<file path="config.mk">
export PLATFORM = sky130hd
export DESIGN_NAME = slb_blinker
export DESIGN_NICKNAME = d
export VERILOG_FILES = /design/src/logic/slb_blinker.v /design/src/logic/slb_tick.v
export VERILOG_INCLUDE_DIRS = /design/src /design/src/logic
export SDC_FILE = /design/constraint.sdc
export NUM_CORES = 1
export LEC_CHECK = 0
export ABC_AREA = 1
export BUFFER_PORTS_ARGS = -buffer_cell sky130_fd_sc_hd__buf_2
export CAP_MARGIN = 5
export CORE_ASPECT_RATIO = 1.1
export CORE_MARGIN = 10
export CORE_UTILIZATION = 35
export CTS_CLUSTER_DIAMETER = 100
export DETAILED_ROUTE_END_ITERATION = 7
export PLACE_DENSITY_LB_ADDON = 0.1
export SYNTH_ARGS = -nofsm -noshare
export SYNTH_HDL_FRONTEND = slang
export SYNTH_SLANG_ARGS = --single-unit
</file>
<file path="constraint.sdc">
create_clock -name mclk -period 4.03 [get_ports mclk]
set_input_delay 0.2015 -clock mclk [delete_from_list [all_inputs] [get_ports mclk]]
set_output_delay 0.2015 -clock mclk [all_outputs]
set_load 0.05 [all_outputs]
</file>
<file path="src/logic/slb_defs.vh">
/*
 * constants for the status lamp blinker: lamp colour codes, timebase
 * and flash durations in ticks of a 100 ms enable.
 * assumes a 50 MHz system clock and an includer that sets no macros
 * of the same names.
 */
`ifndef SLB_DEFS_VH
`define SLB_DEFS_VH
// 100 ms tick at 50 MHz
`define SLB_TICK_CYC 32'h004c4b40
`define SLB_FAST_TICKS 8'h01
`define SLB_SHORT_TICKS 8'h02
`define SLB_LONG_TICKS 8'h0a
`define SLB_GAP_TICKS 8'h1e
`define SLB_HOLD_TICKS 8'h1e
`define SLB_LAMP_OFF 2'h0
`define SLB_LAMP_RED 2'h1
`define SLB_LAMP_YEL 2'h2
`endif

</file>
<file path="src/logic/slb_blinker.v">
/*
 * status lamp driver: fast alternation, steady ready, blink code and
 * steady red fatal indication.
 * assumes start-up and error inputs come from logic on mclk; the
 * config switch is a pin and is synchronised here.
 */
`timescale 1ns/1ns
`default_nettype none
`include "slb_defs.vh"
module slb_blinker #(
  parameter [31:0] TICK_CYC = `SLB_TICK_CYC
) (
  // clock and reset
  input wire mclk,
  input wire rst,
  // device state
  input wire booting,
  input wire cfg_mode,
  input wire fatal,
  input wire err_valid,
  input wire [3:0] err_tens,
  input wire [3:0] err_ones,
  // config switch pin
  input wire cfg_switch,
  // outputs
  output reg [1:0] status_lamp,
  output reg update_mode,
  output reg [3:0] code_tens,
  output reg [3:0] code_ones,
  output reg code_held
);
  localparam [1:0] ST_GAP = 2'h0;
  localparam [1:0] ST_LONG = 2'h1;
  localparam [1:0] ST_SHORT = 2'h2;

  wire tick;
  reg sw_s1, sw_s2, sw_s3;
  reg sw_last;
  reg [7:0] hold_cnt;
  reg fast_ph;
  reg [7:0] fast_cnt;
  reg [1:0] state;
  reg [7:0] dur;
  reg half;
  reg [3:0] flashes;
  reg [1:0] next_lamp;
  wire sw_on;
  wire fast;
  wire [7:0] half_len;

  slb_tick #(.DIV(TICK_CYC)) u_tick (
    .mclk(mclk),
    .rst(rst),
    .tick(tick)
  );

  // switch change counted once stages two and three agree
  always @(posedge mclk or posedge rst) begin
    if (rst) begin
      sw_s1 <= 1'b0;
      sw_s2 <= 1'b0;
      sw_s3 <= 1'b0;
      sw_last <= 1'b0;
    end else begin
      sw_s1 <= cfg_switch;
      sw_s2 <= sw_s1;
      sw_s3 <= sw_s2;
      sw_last <= sw_on;
    end
  end
  // stages that disagree keep the last settled level
  assign sw_on = (sw_s2 == sw_s3) ? sw_s3 : sw_last;

  always @(posedge mclk or posedge rst) begin
    if (rst) begin
      hold_cnt <= 8'h0;
      update_mode <= 1'b0;
    end else begin
      if (!sw_on)
        hold_cnt <= 8'h0;
      else if (tick && hold_cnt != `SLB_HOLD_TICKS)
        hold_cnt <= hold_cnt + 8'h1;
      if (sw_on && hold_cnt == `SLB_HOLD_TICKS)
        update_mode <= 1'b1;
      else if (!cfg_mode && !sw_on)
        update_mode <= update_mode;
    end
  end

  // digits outside 1 to 9 are not accepted
  always @(posedge mclk or posedge rst) begin
    if (rst) begin
      code_held <= 1'b0;
      code_tens <= 4'h0;
      code_ones <= 4'h0;
    end else if (err_valid && !code_held && err_tens != 4'h0 &&
                 err_tens <= 4'h9 && err_ones != 4'h0 &&
                 err_ones <= 4'h9) begin
      code_held <= 1'b1;
      code_tens <= err_tens;
      code_ones <= err_ones;
    end
  end

  always @(posedge mclk or posedge rst) begin
    if (rst) begin
      fast_ph <= 1'b0;
      fast_cnt <= 8'h0;
    end else if (tick) begin
      if (fast_cnt + 8'h1 >= `SLB_FAST_TICKS) begin
        fast_cnt <= 8'h0;
        fast_ph <= ~fast_ph;
      end else begin
        fast_cnt <= fast_cnt + 8'h1;
      end
    end
  end

  // config and update modes share the start-up pattern
  assign fast = booting | cfg_mode | update_mode;
  assign half_len = (state == ST_LONG) ? `SLB_LONG_TICKS :
                    (state == ST_SHORT) ? `SLB_SHORT_TICKS :
                    `SLB_GAP_TICKS;

  always @(posedge mclk or posedge rst) begin
    if (rst) begin
      state <= ST_GAP;
      dur <= 8'h0;
      half <= 1'b0;
      flashes <= 4'h0;
    end else if (!code_held || fast) begin
      state <= ST_GAP;
      dur <= 8'h0;
      half <= 1'b0;
      flashes <= 4'h0;
    end else if (tick) begin
      if (dur + 8'h1 < half_len) begin
        dur <= dur + 8'h1;
      end else begin
        dur <= 8'h0;
        case (state)
          ST_GAP: begin
            state <= ST_LONG;
            half <= 1'b0;
            flashes <= 4'h0;
          end
          ST_LONG: begin
            half <= ~half;
            if (half) begin
              if (flashes + 4'h1 == code_tens) begin
                state <= ST_SHORT;
                flashes <= 4'h0;
              end else begin
                flashes <= flashes + 4'h1;
              end
            end
          end
          ST_SHORT: begin
            half <= ~half;
            if (half) begin
              if (flashes + 4'h1 == code_ones) begin
                state <= ST_GAP;
                flashes <= 4'h0;
              end else begin
                flashes <= flashes + 4'h1;
              end
            end
          end
          default: begin
            state <= ST_GAP;
          end
        endcase
      end
    end
  end

  // fast patterns outrank error codes; fatal outranks ready while the switch is released
  always @* begin
    next_lamp = `SLB_LAMP_YEL;
    if (fast) begin
      next_lamp = fast_ph ? `SLB_LAMP_RED : `SLB_LAMP_YEL;
    end else if (code_held) begin
      if (state != ST_GAP && !half)
        next_lamp = `SLB_LAMP_RED;
      else
        next_lamp = `SLB_LAMP_YEL;
    end else if (fatal && !sw_on) begin
      next_lamp = `SLB_LAMP_RED;
    end else begin
      next_lamp = `SLB_LAMP_YEL;
    end
  end

  always @(posedge mclk or posedge rst) begin
    if (rst)
      status_lamp <= `SLB_LAMP_OFF;
    else
      status_lamp <= next_lamp;
  end
endmodule
`default_nettype wire

</file>
<file path="src/logic/slb_tick.v">
/*
 * prescaler: one-cycle enable pulse every div cycles.
 * assumes a single clock and div of at least two.
 */
`timescale 1ns/1ns
`default_nettype none
`include "slb_defs.vh"
module slb_tick #(
  parameter [31:0] DIV = `SLB_TICK_CYC
) (
  // clock and reset
  input wire mclk,
  input wire rst,
  // enable out
  output reg tick
);
  reg [31:0] cnt;
  always @(posedge mclk or posedge rst) begin
    if (rst) begin
      cnt <= 32'h0;
      tick <= 1'b0;
    end else if (cnt == DIV - 32'h1) begin
      cnt <= 32'h0;
      tick <= 1'b1;
    end else begin
      cnt <= cnt + 32'h1;
      tick <= 1'b0;
    end
  end
endmodule
`default_nettype wire

</file>
==> results of run 1 <==
layer usage:
layer  GRT usage (%)  part of all wire [%]  routed length, um
met3            2.05                   3.4                345
met1            14.5                    45               4570
met2            20.0                    50               5100
met5               0                     0                  0
met4            5.28                   1.8                186
flip-flops by register name, indices dropped and copies added (netlist names):
| register | count |
|---|---|
| code_held | 1 |
| code_ones | 4 |
| code_tens | 4 |
| dur | 8 |
| fast_cnt | 8 |
| fast_ph | 1 |
| flashes | 4 |
| half | 1 |
| hold_cnt | 8 |
| state | 2 |
| status_lamp | 2 |
| sw_last | 1 |
| sw_s1 | 1 |
| sw_s2 | 1 |
| sw_s3 | 1 |
| u_tick.cnt | 32 |
| u_tick.tick | 1 |
| update_mode | 1 |
repair_timing:
| item | CTS | global route |
|---|---|---|
| buffers inserted | 0 | 0 |
| endpoints found under the hold margin | 1 | 0 |
| hold buffers | 1 | 0 |
| resized for setup | 0 | 0 |
logic make-up (layout without fill, tap and decap cells):
logic type	Yosys count	count (layout)	synth area share, %
buffers and inverters	96	136	8.04
adders and majority gates	15	15	4.13
DFF	81	81	44.6
AOI/OAI and AO/OA	45	45	5.26
and+or+nand+nor	301	301	30.8
xor gates and xnor gates	37	37	7.13
worst min-delay path by stage:
stage | slack, ns | to | startpoint | cells past startpoint
final | -0.01 | u_tick.cnt[14] | rst | 2
after global placement | 0.31 | sw_s1 | cfg_switch | 1
after global routing | 0.08 | dur[3] | rst | 2
after detailed placement | 0.32 | sw_s1 | cfg_switch | 1
after floorplan | 0.23 | sw_s1 | cfg_switch | 0
after CTS | 0.03 | dur[5] | rst | 2
worst max-delay path: stages, from the launching register on:
cell	delay [ns]
dfrtp_1	0.49
ha_1	0.40
xnor2_1	0.17
nand2_1	0.07
nor2_1	0.12
nand2_1	0.09
nand2_1	0.06
nand3_1	0.12
o21bai_1	0.18
nand2_1	0.06
synth_stat cells, drive strengths merged, types with 3 or more instances:
cell	instances
nand3	40
nor4	11
xnor2	12
o22ai	3
ha	15
dfrtp	81
nand2	131
o21ai	31
nand4	18
nor2	78
xor2	25
nor3	17
a21oi	7
inv	91
through the flow:
stage	instance area [um2]	total power, mW
after floorplan	4540	0.916
after CTS	5140	1.72
after global placement	4860	0.948
after global routing	5140	1.78
final	5140	1.69
after detailed placement	4860	0.949
layout make-up:
| class | count | share of cell area, % |
|---|---|---|
| clock buffers | 11 | 4.72 |
| clock inverters | 5 | 0.608 |
| inverters | 92 | 6.74 |
| multi-input cells | 398 | 41.8 |
| flip-flops and latches | 81 | 39.4 |
| well taps | 157 | 3.82 |
| repair buffers | 28 | 2.87 |
power groups by stage:
stage          registers [mW]  clock network (mW)  logic [mW]
6_report                0.828               0.760       0.103
5_1_grt                 0.828               0.826       0.123
4_1_cts                 0.828               0.787       0.107
3_5_place_dp            0.843                   0       0.106
3_3_place_gp            0.842                   0       0.106
2_1_floorplan           0.846                   0      0.0702
==> metrics.txt, run 1 <==
Final Skew=0.0112 ns; top cells by area, synth=dfrtp_1, nand2_1, inv_1, nor2_1, xor2_1; CTS H-tree lvls=3; worst r2r path cells=9; Cells after DPL=roughly 760; dpl hpwl=7840 um; io pins=27; DR WL/cell=approximately 13 um; Synth Cell Area=around 4500 um2; Antenna Nets Post-Route=0; GP Congestion=between 0.8 and 0.9; Psw=406 uW; Setup crit start kind=flip-flop; Worst VDD drop=0.136 mV; Seq/Total Area, Yosys=44.6%; total number of vias=3675; ys async rst share=100%; Worst Hold Class=in2async; Worst-path clk slew=~0.06 ns; part of the power in registers=49.0%; DRC Markers=0; Setup TNS=0 ns; Slew Viols, Final=0; post-DR vias/cell=4.76; Yosys cell types=34; Non-Filler Instances=772; number of diodes=0; # rows=43; crit path max fanout=8; IO buf count=26; fin nets=640; Crit. End Element=flip-flop; clock sinks=slightly above 80; setup slack, reg-to-reg=2.16 ns; syn_area_per_cell=7.90 um2; DRT Pass-1 Iters=5; logic gate share of total power=6.1%; core area=between 10000 and 15000 um2; CTS max path bufs=2; die span in y=around 140 um; CTS tree=built; number of global-route vias before repair=3724; GRT overflow=0; most frequent cells in the layout=nand2_1, inv_1, dfrtp_1, nor2_1, nand3_1; final core occ=40.7%; area grow syn2layout=13.2%; worst r2r src=flashes[0]; clock latency on the worst-skew pair=0.34 ns; clock power share=45.0%; Final Hold Fails=38; Pwr Density=roughly 330 nW/um2; Die W=129 um; synthesized net count=between 600 and 700; Least-Margin Pin Slew=0.788 ns; CP endpoint=state[0]; cells after synthesis=575; critical path class=reg2reg; initial DRC count=211; Initial Util=35.9%; violated checks=hold timing; largest net degree at the start of global routing=45; Multi-input gate area=2150 um2; Setup WS pre-CTS=2.15 ns; Critical Path RT=4.24 ns; initial antenna violation count=0; Final Cycle Share=46.5%; CP Launch Point=flashes[0]; internal power=1.29 mW; first-pass GRT wire length=17700 um; register area=2030 um2; Yosys reg bits=81; status=complete, but fails checks; cell taking the most area after synthesis=dfrtp_1; die area=~18000 um2; Post-Route WL=10200 um; # setup viols final=0; RSZ-0062 raised after global routing=no; sw frac=about a quarter; Filler Cell Count=1275; warnings from Yosys=0; R2R Path End=state[0]; number of flops mapped to enable cells by yosys=0; Max Cap Viol=0; layout cell share with drive strength beyond 1=11.1%; Max-slew headroom=between 40% and 50%; most common cell after layout, fill and taps aside=nand2_1; fin crit period=1.87 ns; total CTS buffers=9; Synth top area share=44.6%; Max Fclk=about 0.53 GHz; setup ws final=2.16 ns; GRT Total Usage=between 10% and 20%; worst hold slack=-0.0128 ns; worst path arrival time=2.09 ns; P_leak=2.45 nW; Synth Flop Type=dfrtp_1; clock root buffer=clkbuf_16
Power figures use the tool's default switching activity.
==> run 2, diff against run 1 <==
clock period = 1.7 ns   (was 4.03 ns; I/O delays follow)
==> metrics.txt, run 2 (same netlist as run 1, synthesis figures left out) <==
Multi-input gate area=2290 um2 (was 2150 um2); CP endpoint=flashes[0] (was state[0]); Die W=129 um (unchanged); setup slack, reg-to-reg=0.05 ns (was 2.16 ns); IO buf count=26 (unchanged); DRC Markers=0 (unchanged); die area=17900 um2 (unchanged); critical path class=reg2reg (unchanged); Final Cycle Share=97.0% (was 46.5%); fin area=5640 um2 (was 5140 um2); Max Cap Viol=0 (unchanged); Least-Margin Pin Slew=0.436 ns (was 0.788 ns); P_leak=2.67 nW (was 2.45 nW); Pwr Density=725 nW/um2 (was 329 nW/um2); most common cell after layout, fill and taps aside=nand2_1 (unchanged); worst r2r src=state[1] (was flashes[0]); Post-Route WL=10600 um (was 10200 um); DRT Pass-1 Iters=4 (was 5); total number of vias=3822 (was 3675); CTS H-tree lvls=3 (unchanged); most flop-heavy register=u_tick.cnt (unchanged); Worst VDD drop=0.541 mV (was 0.136 mV); Antenna Nets Post-Route=0 (unchanged); DR WL/cell=13.0 um (was 13.2 um); initial DRC count=200 (was 211); R2R Path End=flashes[0] (was state[0]); first-pass GRT wire length=18100 um (was 17700 um); dpl hpwl=7960 um (was 7840 um); CTS tree=built (unchanged); worst path arrival time=1.87 ns (was 2.09 ns); crit path max fanout=8 (unchanged); GRT Total Usage=12.2% (was 11.9%); Critical Path RT=1.93 ns (was 4.24 ns); Setup crit start kind=flip-flop (unchanged); Power Total=4.09 mW (was 1.69 mW); io pins=27 (unchanged); flip-flop count of the largest register after layout=32 (unchanged); clock sinks=81 (unchanged); number of global-route vias before repair=3846 (was 3724); register area=2030 um2 (about the same); # rows=43 (unchanged); die span in y=140 um (unchanged); area grow syn2layout=24.2% (was 13.2%); placed cell areas=5150 um2 (was 4860 um2); Final Skew=0.0111 ns (was 0.0112 ns); layout cell share with drive strength beyond 1=21.9% (was 11.1%); largest net degree at the start of global routing=82 (was 45); clock root buffer=clkbuf_16 (unchanged); RSZ-0062 raised after global routing=yes (was no); fin crit period=1.65 ns (was 1.87 ns); Worst-path clk slew=0.06 ns (about the same); clock latency on the worst-skew pair=0.34 ns (about the same); CTS max path bufs=2 (unchanged); post-DR vias/cell=4.69 (was 4.76); fin nets=684 (was 640); initial antenna violation count=0 (unchanged); GP Congestion=0.917 (was 0.870); Filler Cell Count=1285 (was 1275); Final Hold Fails=0 (was 38); Initial Util=35.9% (unchanged); status=finished clean (was complete, but fails checks); most frequent cells in the layout=nand2_1, inv_1, dfrtp_1, nor2_1, buf_4 (was nand2_1, inv_1, dfrtp_1, nor2_1, nand3_1); GRT overflow=0 (unchanged); core area=12600 um2 (unchanged); number of diodes=0 (unchanged); Max-slew headroom=70.9% (was 47.4%); Worst Hold Class=in2reg (was in2async); worst r2r path cells=13 (was 9); total CTS buffers=9 (unchanged); # setup viols final=0 (unchanged); Max Fclk=0.606 GHz (was 0.534 GHz); Slew Viols, Final=0 (unchanged); CP Launch Point=state[1] (was flashes[0]); Crit. End Element=flip-flop (unchanged)
==> run 2: cell types whose count changed in the layout (fill, tap and decap cells not counted), sizes merged <==
cell,previous run,this run
buf,27,70
clkbuf,11,10
clkinv,6,3
clkinvlp,1,4
dlygate4sd3,1,2
==> run 2: cell type report <==
cell class	count	area share, %
Clock buffer	10	4.23
Clock inverter	5	0.576
Inverter	92	6.18
Multi-Input combinational cell	398	40.6
Sequential cell	81	36.0
Tap cell	157	3.48
Timing Repair Buffer	72	8.87
==> run 2: power breakdown <==
| group | internal (mW) | total (mW) | switching (mW) |
|---|---|---|---|
| Clock | 1.02 | 1.80 | 0.789 |
| Combinational | 0.131 | 0.327 | 0.196 |
| Sequential | 1.95 | 1.96 | 0.0127 |
==> run 2: metal layers <==
metal  vias to the layer above  track usage, %  wire length [um]  share of wire (%)
met1                      1766            14.8              4800                 45
li1                       1989               -                 -                  -
met2                        45            19.8              5070                 48
met5                         -               0                 0                  0
met4                         0            5.45               367                3.5
met3                        22            2.81               317                3.0
==> run 2: through the flow <==
step	hold WS, ns	utilization (%)	instances	setup WS, ns	TNS (ns)
after CTS	0.00847	43.5	810	0.00694	0
after detailed placement	0.203	40.7	791	-0.0408	-0.349
after floorplan	0.116	-	575	0.00242	0
final	0.0195	44.6	815	0.0512	0
after global placement	0.198	40.7	791	0.00253	0
after global routing	0.0326	44.6	815	-0.0922	-0.661
==> run 2: worst min-delay path by stage <==
stage,startpoint,end,slack [ns],depth (start not counted)
CTS,err_tens[0],code_tens[0],0.008,3
finish,err_tens[0],code_tens[0],0.02,3
global placement,cfg_switch,sw_s1,0.20,1
floorplan,cfg_switch,sw_s1,0.12,0
global route,err_tens[0],code_tens[0],0.03,3
detailed placement,cfg_switch,sw_s1,0.20,1
==> run 2: critical path, stage by stage, from the launching register on <==
cell and delay, ns:
dfrtp_1 0.37, inv_1 0.09, ha_4 0.29, inv_1 0.05, nand2_1 0.06, nand3_1 0.08, nand2_1 0.06, nand2_1 0.05
nand2_1 0.06, nand2_2 0.06, nand3_4 0.10, nand3_4 0.13, nand2_1 0.08, o21ai_1 0.06
==> run 2: repair_timing <==
item | in CTS | in global routing
endpoints found under the setup margin | 12 | 33
pin swaps | 3 | 7
gates resized for setup | 11 | 31
buffers inserted | 2 | 5
hold buffers | 2 | 0
hold endpoints to repair | 82 | 0
